<file path="config.mk">
export PLATFORM = sky130hd
export DESIGN_NAME = qpc_top
export DESIGN_NICKNAME = d
export VERILOG_FILES = /design/src/hw/qpc_pkg.sv /design/src/hw/qpc_top.sv
export SDC_FILE = /design/constraint.sdc
export NUM_CORES = 2
export LEC_CHECK = 0
export ABC_AREA = 1
export BUFFER_PORTS_ARGS = -buffer_cell sky130_fd_sc_hd__buf_2
export CAP_MARGIN = 20
export CORE_AREA = 4 4 475 336
export DETAILED_ROUTE_END_ITERATION = 7
export DIE_AREA = 0 0 479 340
export PLACE_DENSITY = 0.68
export SLEW_MARGIN = 20
export SYNTH_ARGS = -nofsm -noshare
export SYNTH_HDL_FRONTEND = slang
export SYNTH_SLANG_ARGS = --single-unit
</file>
<file path="constraint.sdc">
create_clock -name mclk_i -period 15.3 [get_ports mclk_i]
set_clock_uncertainty 0.2 [all_clocks]
set_input_delay 0.765 -clock mclk_i [delete_from_list [all_inputs] [get_ports mclk_i]]
set_output_delay 0.765 -clock mclk_i [all_outputs]
set_load 0.05 [all_outputs]
</file>
<file path="src/hw/qpc_pkg.sv">
// ----------------------------------------------------------------
// Shared constants for the quadrature and pulse capture block
// ----------------------------------------------------------------
package qpc_pkg;

	// Bus geometry
	localparam int ADDR_W = 8;
	localparam int DATA_W = 32;

	// Register byte offsets
	localparam logic [7:0] OFS_ENC_CFG = 8'h00;
	localparam logic [7:0] OFS_LINES = 8'h04;
	localparam logic [7:0] OFS_POS = 8'h08;
	localparam logic [7:0] OFS_SPEED = 8'h0C;
	localparam logic [7:0] OFS_STS = 8'h10;
	localparam logic [7:0] OFS_MASK = 8'h14;
	localparam logic [7:0] OFS_PINS = 8'h18;
	localparam logic [7:0] OFS_PCH_BASE = 8'h20;
	localparam logic [7:0] PCH_STRIDE = 8'h08;
	localparam logic [7:0] OFS_PRES_REL = 8'h04;

	// Field positions
	localparam int CFG_EN_BIT = 0;
	localparam int CFG_PER_BIT = 1;
	localparam int STS_ERR_BIT = 0;
	localparam int STS_SPD_BIT = 1;
	localparam int STS_LOS_BASE = 2;
	localparam int PINS_LOS_BASE = 16;

	// Values after reset
	localparam logic [15:0] LINES_RST = 16'h00C8;
	localparam logic [31:0] MASK_RST = 32'h0000_0000;

	// Timing, figures in their own units
	localparam int CLK_HZ = 25_000_000;
	localparam int MAX_CPS = 1_000_000;
	localparam int MIN_STEP_CYC = CLK_HZ / MAX_CPS;
	localparam int SPD_WIN_MS = 15;
	localparam int SPD_WIN_CYC_DEF = CLK_HZ / 1000 * SPD_WIN_MS;
	localparam int LOS_MS = 100;
	localparam int LOS_CYC_DEF = CLK_HZ / 1000 * LOS_MS;

	// Speed scaling: rpm = cps * 60 / (lines * 4)
	localparam int RPM_SCALE = 60 * 1000 / (SPD_WIN_MS * 4);
	localparam int PER_RPM_NUM = CLK_HZ / 4 * 60;
	localparam int DUTY_SCALE = 1000;

	// Pulse counter width and divider latency
	localparam int CNT_W = 20;
	localparam int DIV_NW = 32;

	// Pulse input measurement modes, Gray ordered
	typedef enum logic [1:0] {
		PM_OFF = 2'b00,
		PM_WIDTH = 2'b01,
		PM_DUTY = 2'b11,
		PM_FREQ = 2'b10
	} qpc_pmode_e;

endpackage

</file>
<file path="src/hw/qpc_top.sv">
`timescale 1ns/1ps
`default_nettype none
// Overview of operation
// - Each pulse input measures high width, duty cycle or frequency.
// - An enabled pulse input with no edges reports loss of signal.
// - Rotation direction comes from phase order of the two channels.
// - Both edges of both channels count, four counts per line.
// - Each counted step moves position up or down by direction.
// - Only the two quadrature channels are used; no index input.
// - Count rates up to one million per second are handled.
// - Speed in rpm equals counts per second times 60 over lines times 4.
// - Negative lines per turn reverses the counting direction.
// - Speed from time between steps or from steps in a fixed window.
// - Position is not retained; software loads the zero reference.
// - All inputs are sampled continuously whatever their use.
// - Each pulse input has its own enable and use setting; the two phase inputs share one encoder enable.
// - The position counter value is readable by software.

// ----------------------------------------------------------------
// Two-flop synchroniser
// ----------------------------------------------------------------
module qpc_sync #(parameter int W = 1) (
	input wire logic clk_i,
	input wire logic rst_n_i,
	input wire logic [W-1:0] d_i,
	output logic [W-1:0] q_o
);
	logic [W-1:0] s1_ff;
	logic [W-1:0] s2_ff;
	// First stage is read by the second stage only
	always_ff @(posedge clk_i or negedge rst_n_i) begin
		if (!rst_n_i) begin
			s1_ff <= '0;
			s2_ff <= '0;
		end else begin
			s1_ff <= d_i;
			s2_ff <= s1_ff;
		end
	end
	assign q_o = s2_ff;
endmodule

// ----------------------------------------------------------------
// Serial restoring divider, one quotient bit per clock
// ----------------------------------------------------------------
module qpc_div #(parameter int NW = 32, parameter int DW = 32) (
	input wire logic clk_i,
	input wire logic rst_n_i,
	input wire logic start_i,
	input wire logic [NW-1:0] num_i,
	input wire logic [DW-1:0] den_i,
	output logic busy_o,
	output logic done_o,
	output logic [NW-1:0] quot_o
);
	logic [DW-1:0] rem_ff;
	logic [DW-1:0] den_ff;
	logic [NW-1:0] q_ff;
	logic [6:0] cnt_ff;
	logic done_ff;
	logic [DW:0] trial;
	assign trial = {rem_ff, q_ff[NW-1]};
	// Start is ignored while busy; caller drops that sample
	always_ff @(posedge clk_i or negedge rst_n_i) begin
		if (!rst_n_i) begin
			rem_ff <= '0;
			den_ff <= '0;
			q_ff <= '0;
			cnt_ff <= '0;
			done_ff <= 1'b0;
		end else begin
			done_ff <= 1'b0;
			if (cnt_ff == 7'h00) begin
				if (start_i) begin
					rem_ff <= '0;
					q_ff <= num_i;
					den_ff <= den_i;
					cnt_ff <= 7'(NW);
				end
			end else begin
				if (trial >= {1'b0, den_ff}) begin
					rem_ff <= DW'(trial - {1'b0, den_ff});
					q_ff <= {q_ff[NW-2:0], 1'b1};
				end else begin
					rem_ff <= trial[DW-1:0];
					q_ff <= {q_ff[NW-2:0], 1'b0};
				end
				cnt_ff <= cnt_ff - 7'h01;
				done_ff <= (cnt_ff == 7'h01);
			end
		end
	end
	assign busy_o = (cnt_ff != 7'h00);
	assign done_o = done_ff;
	assign quot_o = q_ff;
endmodule

// ----------------------------------------------------------------
// Top: encoder counter, speed, pulse capture, APB slave
// ----------------------------------------------------------------
module qpc_top #(
	parameter int NP = 2,
	parameter int SPD_WIN_CYC = qpc_pkg::SPD_WIN_CYC_DEF,
	parameter int LOS_CYC = qpc_pkg::LOS_CYC_DEF
) (
	input wire logic mclk_i,
	input wire logic arst_n_i,
	input wire logic psel_i,
	input wire logic penable_i,
	input wire logic pwrite_i,
	input wire logic [qpc_pkg::ADDR_W-1:0] paddr_i,
	input wire logic [qpc_pkg::DATA_W-1:0] pwdata_i,
	output logic [qpc_pkg::DATA_W-1:0] prdata_o,
	output logic pready_o,
	output logic pslverr_o,
	input wire logic phase_lead_i,
	input wire logic phase_lag_i,
	input wire logic [NP-1:0] pulse_i,
	output logic irq_o
);
	import qpc_pkg::*;

	localparam logic [23:0] WIN_LAST = 24'(SPD_WIN_CYC - 1);
	localparam logic [23:0] LOS_LAST = 24'(LOS_CYC - 1);
	localparam int SW = NP + 2;

	logic [NP+1:0] pin_s;
	logic [NP+1:0] pin_d_ff;
	logic enc_en_ff, spd_per_ff;
	logic signed [15:0] lines_ff;
	logic [15:0] abs_lines;
	logic signed [31:0] pos_ff, speed_ff;
	logic [SW-1:0] sts_ff, sts_set, mask_ff;
	logic [31:0] prdata_ff, rd_data;
	logic hit, setup, wr_acc, pos_wr;
	logic ch_a, ch_b, fwd, step, both, cnt_up;
	logic [23:0] win_ff, gap_ff;
	logic signed [23:0] delta_ff, dstep;
	logic [23:0] abs_delta;
	logic win_end, gap_sat, lines_nz, sp_start, sp_busy, sp_done, sp_neg_ff;
	logic [31:0] sp_num, sp_q;
	logic [39:0] sp_den;
	qpc_pmode_e pmode_ff [NP];
	logic [31:0] pres [NP];
	logic [NP-1:0] los_v, los_rise;

	// ----------------------------------------------------------------
	// Input sampling
	// ----------------------------------------------------------------
	// All pins synchronised always, whatever their use; 25 samples per count at max rate
	qpc_sync #(.W(NP + 2)) u_sync (
		.clk_i(mclk_i),
		.rst_n_i(arst_n_i),
		.d_i({pulse_i, phase_lag_i, phase_lead_i}),
		.q_o(pin_s)
	);

	// Previous sample for edge detection
	always_ff @(posedge mclk_i or negedge arst_n_i) begin
		if (!arst_n_i) begin
			pin_d_ff <= '0;
		end else begin
			pin_d_ff <= pin_s;
		end
	end

	// ----------------------------------------------------------------
	// APB slave
	// ----------------------------------------------------------------
	assign setup = psel_i & ~penable_i;
	assign wr_acc = psel_i & penable_i & pwrite_i;
	assign pos_wr = wr_acc & (paddr_i == OFS_POS);
	assign pready_o = 1'b1;
	assign pslverr_o = psel_i & penable_i & ~hit;

	// Read decode; unmapped addresses read zero with an error
	always_comb begin
		rd_data = '0;
		hit = 1'b1;
		if (paddr_i == OFS_ENC_CFG) begin
			rd_data = {30'h0, spd_per_ff, enc_en_ff};
		end else if (paddr_i == OFS_LINES) begin
			rd_data = 32'(signed'(lines_ff));
		end else if (paddr_i == OFS_POS) begin
			rd_data = pos_ff;
		end else if (paddr_i == OFS_SPEED) begin
			rd_data = speed_ff;
		end else if (paddr_i == OFS_STS) begin
			rd_data = 32'(sts_ff);
		end else if (paddr_i == OFS_MASK) begin
			rd_data = 32'(mask_ff);
		end else if (paddr_i == OFS_PINS) begin
			rd_data = 32'(pin_s) | (32'(los_v) << PINS_LOS_BASE);
		end else begin
			hit = 1'b0;
			for (int i = 0; i < NP; i++) begin
				if (paddr_i == ADDR_W'(OFS_PCH_BASE + i * PCH_STRIDE)) begin
					hit = 1'b1;
					rd_data = {30'h0, pmode_ff[i]};
				end else if (paddr_i == ADDR_W'(OFS_PCH_BASE + i * PCH_STRIDE + OFS_PRES_REL)) begin
					hit = 1'b1;
					rd_data = pres[i];
				end
			end
		end
	end

	// Read data captured in setup so it comes from a flop in access
	always_ff @(posedge mclk_i or negedge arst_n_i) begin
		if (!arst_n_i) begin
			prdata_ff <= '0;
		end else if (setup) begin
			prdata_ff <= rd_data;
		end
	end
	assign prdata_o = prdata_ff;

	// Encoder configuration and interrupt mask
	always_ff @(posedge mclk_i or negedge arst_n_i) begin
		if (!arst_n_i) begin
			enc_en_ff <= 1'b0;
			spd_per_ff <= 1'b0;
			lines_ff <= LINES_RST;
			mask_ff <= SW'(MASK_RST);
		end else if (wr_acc) begin
			if (paddr_i == OFS_ENC_CFG) begin
				enc_en_ff <= pwdata_i[CFG_EN_BIT];
				spd_per_ff <= pwdata_i[CFG_PER_BIT];
			end else if (paddr_i == OFS_LINES) begin
				lines_ff <= pwdata_i[15:0];
			end else if (paddr_i == OFS_MASK) begin
				mask_ff <= pwdata_i[SW-1:0];
			end
		end
	end

	// ----------------------------------------------------------------
	// Quadrature decode and position
	// ----------------------------------------------------------------
	// Only the two phase inputs exist; index outputs are never wired in
	assign ch_a = pin_s[0] ^ pin_d_ff[0];
	assign ch_b = pin_s[1] ^ pin_d_ff[1];
	assign fwd = ~(pin_d_ff[0] ^ pin_s[1]);
	assign step = enc_en_ff & (ch_a ^ ch_b);
	assign both = enc_en_ff & ch_a & ch_b;
	assign cnt_up = fwd ^ lines_ff[15];

	// A software load wins over a step in the same cycle
	always_ff @(posedge mclk_i or negedge arst_n_i) begin
		if (!arst_n_i) begin
			pos_ff <= '0;
		end else if (pos_wr) begin
			pos_ff <= pwdata_i;
		end else if (step) begin
			pos_ff <= cnt_up ? pos_ff + 32'sh1 : pos_ff - 32'sh1;
		end
	end

	// ----------------------------------------------------------------
	// Speed measurement
	// ----------------------------------------------------------------
	assign abs_lines = lines_ff[15] ? 16'(-lines_ff) : lines_ff;
	assign lines_nz = (lines_ff != 16'sh0);
	assign win_end = (win_ff == WIN_LAST);
	assign gap_sat = (gap_ff == WIN_LAST);
	assign dstep = step ? (cnt_up ? 24'sh1 : -24'sh1) : 24'sh0;
	assign abs_delta = delta_ff[23] ? 24'(-delta_ff) : delta_ff;

	// Window counter, step count per window, cycles since last step
	always_ff @(posedge mclk_i or negedge arst_n_i) begin
		if (!arst_n_i) begin
			win_ff <= '0;
			delta_ff <= '0;
			gap_ff <= WIN_LAST;
		end else begin
			win_ff <= win_end ? 24'h0 : win_ff + 24'h1;
			delta_ff <= win_end ? dstep : delta_ff + dstep;
			if (step) begin
				gap_ff <= 24'h1;
			end else if (!gap_sat) begin
				gap_ff <= gap_ff + 24'h1;
			end
		end
	end

	// Window mode or period mode; a result still in the divider drops the next request
	assign sp_start = lines_nz & ~sp_busy &
		(spd_per_ff ? (step & ~gap_sat) : win_end);
	assign sp_num = spd_per_ff ? 32'(PER_RPM_NUM) : 32'(abs_delta) * 32'(RPM_SCALE);
	assign sp_den = spd_per_ff ? 40'(gap_ff) * 40'(abs_lines) : 40'(abs_lines);

	qpc_div #(.NW(DIV_NW), .DW(40)) u_spd_div (
		.clk_i(mclk_i),
		.rst_n_i(arst_n_i),
		.start_i(sp_start),
		.num_i(sp_num),
		.den_i(sp_den),
		.busy_o(sp_busy),
		.done_o(sp_done),
		.quot_o(sp_q)
	);

	// Signed speed; a stalled shaft in period mode reads zero
	always_ff @(posedge mclk_i or negedge arst_n_i) begin
		if (!arst_n_i) begin
			sp_neg_ff <= 1'b0;
			speed_ff <= '0;
		end else begin
			if (sp_start) begin
				sp_neg_ff <= spd_per_ff ? ~cnt_up : delta_ff[23];
			end
			if (sp_done) begin
				speed_ff <= sp_neg_ff ? -signed'(sp_q) : signed'(sp_q);
			end else if (!lines_nz || (spd_per_ff && gap_sat)) begin
				speed_ff <= '0;
			end
		end
	end

	// ----------------------------------------------------------------
	// Pulse capture channels
	// ----------------------------------------------------------------
	for (genvar i = 0; i < NP; i++) begin : g_pch
		logic [CNT_W-1:0] per_ff, hi_ff, hil_ff;
		logic [23:0] idle_ff;
		logic per_ok_ff, los_ff, en, rise, fall, edge_any, dv_done, idle_max;
		logic [31:0] res_ff, num, q;
		logic [CNT_W-1:0] den;
		assign rise = pin_s[2+i] & ~pin_d_ff[2+i];
		assign fall = ~pin_s[2+i] & pin_d_ff[2+i];
		assign edge_any = rise | fall;
		assign en = (pmode_ff[i] != PM_OFF);
		assign idle_max = en & (idle_ff == LOS_LAST);

		// Mode per input; any mode other than off enables the input
		always_ff @(posedge mclk_i or negedge arst_n_i) begin
			if (!arst_n_i) begin
				pmode_ff[i] <= PM_OFF;
			end else if (wr_acc && paddr_i == ADDR_W'(OFS_PCH_BASE + i * PCH_STRIDE)) begin
				pmode_ff[i] <= qpc_pmode_e'(pwdata_i[1:0]);
			end
		end

		// Period and high-time counters saturate rather than wrap
		always_ff @(posedge mclk_i or negedge arst_n_i) begin
			if (!arst_n_i) begin
				per_ff <= '0;
				hi_ff <= '0;
				hil_ff <= '0;
				per_ok_ff <= 1'b0;
			end else begin
				per_ff <= rise ? CNT_W'(1) : (&per_ff ? per_ff : per_ff + CNT_W'(1));
				if (rise) begin
					hi_ff <= CNT_W'(1);
				end else if (pin_s[2+i] && !(&hi_ff)) begin
					hi_ff <= hi_ff + CNT_W'(1);
				end
				if (fall) begin
					hil_ff <= hi_ff;
				end
				if (idle_max || !en) begin
					per_ok_ff <= 1'b0;
				end else if (rise) begin
					per_ok_ff <= 1'b1;
				end
			end
		end

		// Idle timer; a steady level is never taken as a measurement
		always_ff @(posedge mclk_i or negedge arst_n_i) begin
			if (!arst_n_i) begin
				idle_ff <= '0;
				los_ff <= 1'b0;
			end else begin
				idle_ff <= edge_any ? 24'h0 : (idle_ff == LOS_LAST ? idle_ff : idle_ff + 24'h1);
				los_ff <= idle_max;
			end
		end
		assign los_v[i] = los_ff;
		assign los_rise[i] = idle_max & ~los_ff;

		// Width in cycles, duty per mille, or frequency in Hz
		always_comb begin
			num = 32'(CLK_HZ);
			den = per_ff;
			case (pmode_ff[i])
				PM_WIDTH: begin
					num = 32'(hil_ff);
					den = CNT_W'(1);
				end
				PM_DUTY: begin
					num = 32'(hil_ff) * 32'(DUTY_SCALE);
				end
				default: begin
				end
			endcase
		end

		qpc_div #(.NW(DIV_NW), .DW(CNT_W)) u_div (
			.clk_i(mclk_i),
			.rst_n_i(arst_n_i),
			.start_i(rise & per_ok_ff & en),
			.num_i(num),
			.den_i(den),
			.busy_o(),
			.done_o(dv_done),
			.quot_o(q)
		);

		// Result clears on loss of signal or disable
		always_ff @(posedge mclk_i or negedge arst_n_i) begin
			if (!arst_n_i) begin
				res_ff <= '0;
			end else if (!en || los_ff) begin
				res_ff <= '0;
			end else if (dv_done) begin
				res_ff <= q;
			end
		end
		assign pres[i] = res_ff;
	end

	// ----------------------------------------------------------------
	// Status and interrupt
	// ----------------------------------------------------------------
	assign sts_set = {los_rise, sp_done, both};

	// A set in the same cycle as a write-one-to-clear wins
	always_ff @(posedge mclk_i or negedge arst_n_i) begin
		if (!arst_n_i) begin
			sts_ff <= '0;
		end else if (wr_acc && paddr_i == OFS_STS) begin
			sts_ff <= (sts_ff & ~pwdata_i[SW-1:0]) | sts_set;
		end else begin
			sts_ff <= sts_ff | sts_set;
		end
	end
	assign irq_o = |(sts_ff & mask_ff);
endmodule
`default_nettype wire

</file>
==> metrics.md <==
| Metric | Value |
|---|---|
| Status | `completed` |
| NumNets Final | `10.5k` |
| Synth cell count leaders | `nand2_1 (2314), inv_1 (1778), nor2_1 (847), dfrtp_1 (712), nand3_1 (577)` |
| CP arrival | `8710 ps` |
| DRC | `0` |
| Ratio of cells with drive above 1 in the final layout | `4.43%` |
| Final Hold Viols | `0` |
| Io pins | `84` |
| Drt pass-1 iters | `6` |
| CP max stage cell | `o21ai_0` |
| Max_slew headroom | `25.9%` |
| Vias | `about 64k` |
| Max-cap violations | `0` |
| Synthesized flop and latch total | `727` |
| DIE AREA | `163000 µm²` |
| Crit start category | `flip-flop` |
| Netlist cell types | `69` |
| First-pass GRT wire length | `roughly 350000 µm` |
| Initial Util | `44.9%` |
| Avg Cell Area, Syn | `7.29 µm²` |
| Cell area after synthesis | `approximately 70000 µm²` |
| Final Cycle Share | `a little over half` |
| Grt ovf | `0` |
| Final setup viols | `0` |
| Total negative setup slack | `0 ps` |
| Post-Route WL | `222000 µm` |
| Vias per cell | `approximately 5.5` |
| Vias in the first global route | `61.2k` |
| Most frequent cell after synthesis | `nand2_1` |
| Synth area leader | `dfrtp_1` |
| CP endpoint kind | `flip-flop` |
| Ys async rst share | `between 90% and 100%` |
| Cts bufs inserted | `82` |
| Synthesized Nets | `10.6k` |
| DRT antenna net count | `0` |
| Max IR drop VDD | `181 µV` |
| Max Root-Sink Buffers | `3` |
| Routability Congestion | `1.00` |
| Hold Crit Class | `in -> reg` |
| CP max FO | `13` |
| Reg2reg start | `lines_ff[1]` |
| Die Y | `340 µm` |
| Slew @ Worst Pin | `1110 ps` |
| Ys Warns | `0` |
| Share of the synthesized area in the top cell type | `25.6%` |
| Largest net degree at the start of global routing | `approximately 160` |
| P per Cell Area | `137 nW/µm²` |
| Worst hold start | `pwdata_i[21]` |
| H-Tree Depth | `3` |
| Reg clk slew, reported paths | `70 ps` |
| PortBufs | `82` |
| Mapped Cells | `9539` |
| Critical Path RT | `15720 ps` |
| CTS tree | `built` |
| HPWL Detailed | `175000 µm` |
| Antenna violations before repair | `8` |
| Clk Latency, worst-skew pair | `740 ps` |
| Sinks on Clock Net | `727` |
| Post-CTS Setup Inserts | `0` |
| Peak Freq | `approximately 120 MHz` |
| Die Wd | `479 µm` |
| Ys flop type | `dfrtp_1` |
| GRT Overall Usage | `27.1%` |
| Post-synth EDFFs | `0` |
| Sequential cell area fraction in the yosys report | `roughly a quarter` |
| Hold_ws | `107 ps` |
| Post-layout minimum cycle time | `8290 ps` |
| First DRT Iteration DRCs | `6504` |
| CP peak stage delay | `roughly 700 ps` |
| Drt wl/cell | `19.1 µm` |
| Synth area leaders | `dfrtp_1 (26%), fa_1 (15%), nand2_1 (12%), inv_1 (9.6%), ha_1 (8.1%)` |
| RSZ-0062 raised after global routing | `no` |
| Max-slew violation count | `0` |
| Fin util | `48.2%` |
| Post-CTS Resized | `0` |
| Crit Path Category | `reg -> reg` |
| Pleak | `a little under 40 nW` |
| Std-Cell Rows | `121` |
| Crit path launch | `lines_ff[1]` |
| Core area | `155000 µm²` |
| Root buffer cell | `clkbuf_16` |
| Area Overhead vs Synth | `7.46%` |
worst paths after layout:
kind	slack (ps)	cells after the start	endpoint
worst min-delay path	110	3	pos_ff[21]
max in group asynchronous	11160	5	g_pch[0].idle_ff[22]
worst min register to register	150	0	u_sync.q_o[3]
worst max-delay path	7010	29	u_spd_div.den_ff[35]
worst max register to register	7010	29	u_spd_div.den_ff[35]
min in group asynchronous	460	2	gap_ff[3]
flip-flops by register name, summed over array words and instances, names as in the netlist, 7 cells and up:
signal	flops
delta_ff	24
g_pch.hi_ff	40
g_pch.hil_ff	40
g_pch.idle_ff	48
g_pch.per_ff	40
g_pch.res_ff	64
g_pch.u_div.cnt_ff	14
g_pch.u_div.den_ff	40
g_pch.u_div.quot_o	64
g_pch.u_div.rem_ff	40
gap_ff	24
lines_ff	16
pos_ff	32
prdata_o	32
speed_ff	32
u_spd_div.cnt_ff	7
u_spd_div.den_ff	40
u_spd_div.quot_o	32
u_spd_div.rem_ff	40
win_ff	24
where the power goes:
part	switching [mW]	leakage (nW)	total, mW	internal [mW]
Combinational	3.56	27.7	5.49	1.93
Sequential	0.411	9.42	2.69	2.28
Clock	0.907	1.34	2.09	1.18
layer usage:
layer	track usage, %	part of all wire (%)	vias to the layer above
li1	-	-	30147
met1	41.2	47	30774
met2	38.5	41	2436
met3	4.83	8.3	357
met4	8.83	3.6	6
met5	0	0.018	-
cells in the final DEF (no fill, tap or decap), types with 39 or more instances in the layout:
| cell | count |
|---|---|
| nor2_1 | 843 |
| nand4_1 | 159 |
| nor3_1 | 142 |
| o21ai_1 | 39 |
| o21ai_0 | 496 |
| o22ai_1 | 73 |
| xor2_1 | 101 |
| xnor2_1 | 71 |
| nor4_1 | 59 |
| o211ai_1 | 43 |
| inv_1 | 1778 |
| dfrtp_1 | 712 |
| nand3_1 | 577 |
| a31oi_1 | 90 |
| fa_1 | 536 |
| buf_2 | 81 |
| clkbuf_16 | 83 |
| a21oi_1 | 403 |
| inv_2 | 47 |
| buf_4 | 48 |
| nand2_1 | 2312 |
| ha_1 | 448 |
cells by family after synthesis:
group / share of synthesized area [%]
adders and majority gates: 23.5
AOI/OAI and AO/OA: 10.7
and+or+nand+nor: 25.6
buffers and inverters: 11.6
other: 0.00539
DFF: 26.2
xor gates and xnor gates: 2.25
muxes: 0.146
critical path: cells and delay by family (launching register included):
family,cells,cell delay [ps]
buffers and inverters,6,950
AO/OA/AOI/OAI,2,860
AND/OR/NAND/NOR,13,2040
flip-flops,1,430
adder cells (fa/ha/maj),8,3720
stage by stage:
step	std cells	area [µm²]	power (mW)	setup WS, ps
after floorplan	9539	69500	6.64	8590
after global placement	11501	71800	7.99	7240
after detailed placement	11501	71800	8.08	7200
after CTS	11650	74600	10.2	7180
after global routing	11655	74700	11.2	6610
final	11657	74700	10.3	7010
timing repair:
action / in CTS / in global routing
hold buffers: 5 / 0
endpoints found under the setup margin: 0 / 0
hold endpoints to repair: 90 / 0
layout make-up:
cell class | instances | area (µm²)
sequential | 727 | 18200
fill | 15556 | 80200
clock inverter | 32 | 438
inverter | 1837 | 6900
timing repair buffer | 139 | 910
clock buffer | 112 | 2310
multi-input combinational | 6714 | 43300
tap | 2091 | 2620
antenna | 5 | 12.5
No activity file was read; power rests on OpenSTA's default activity.
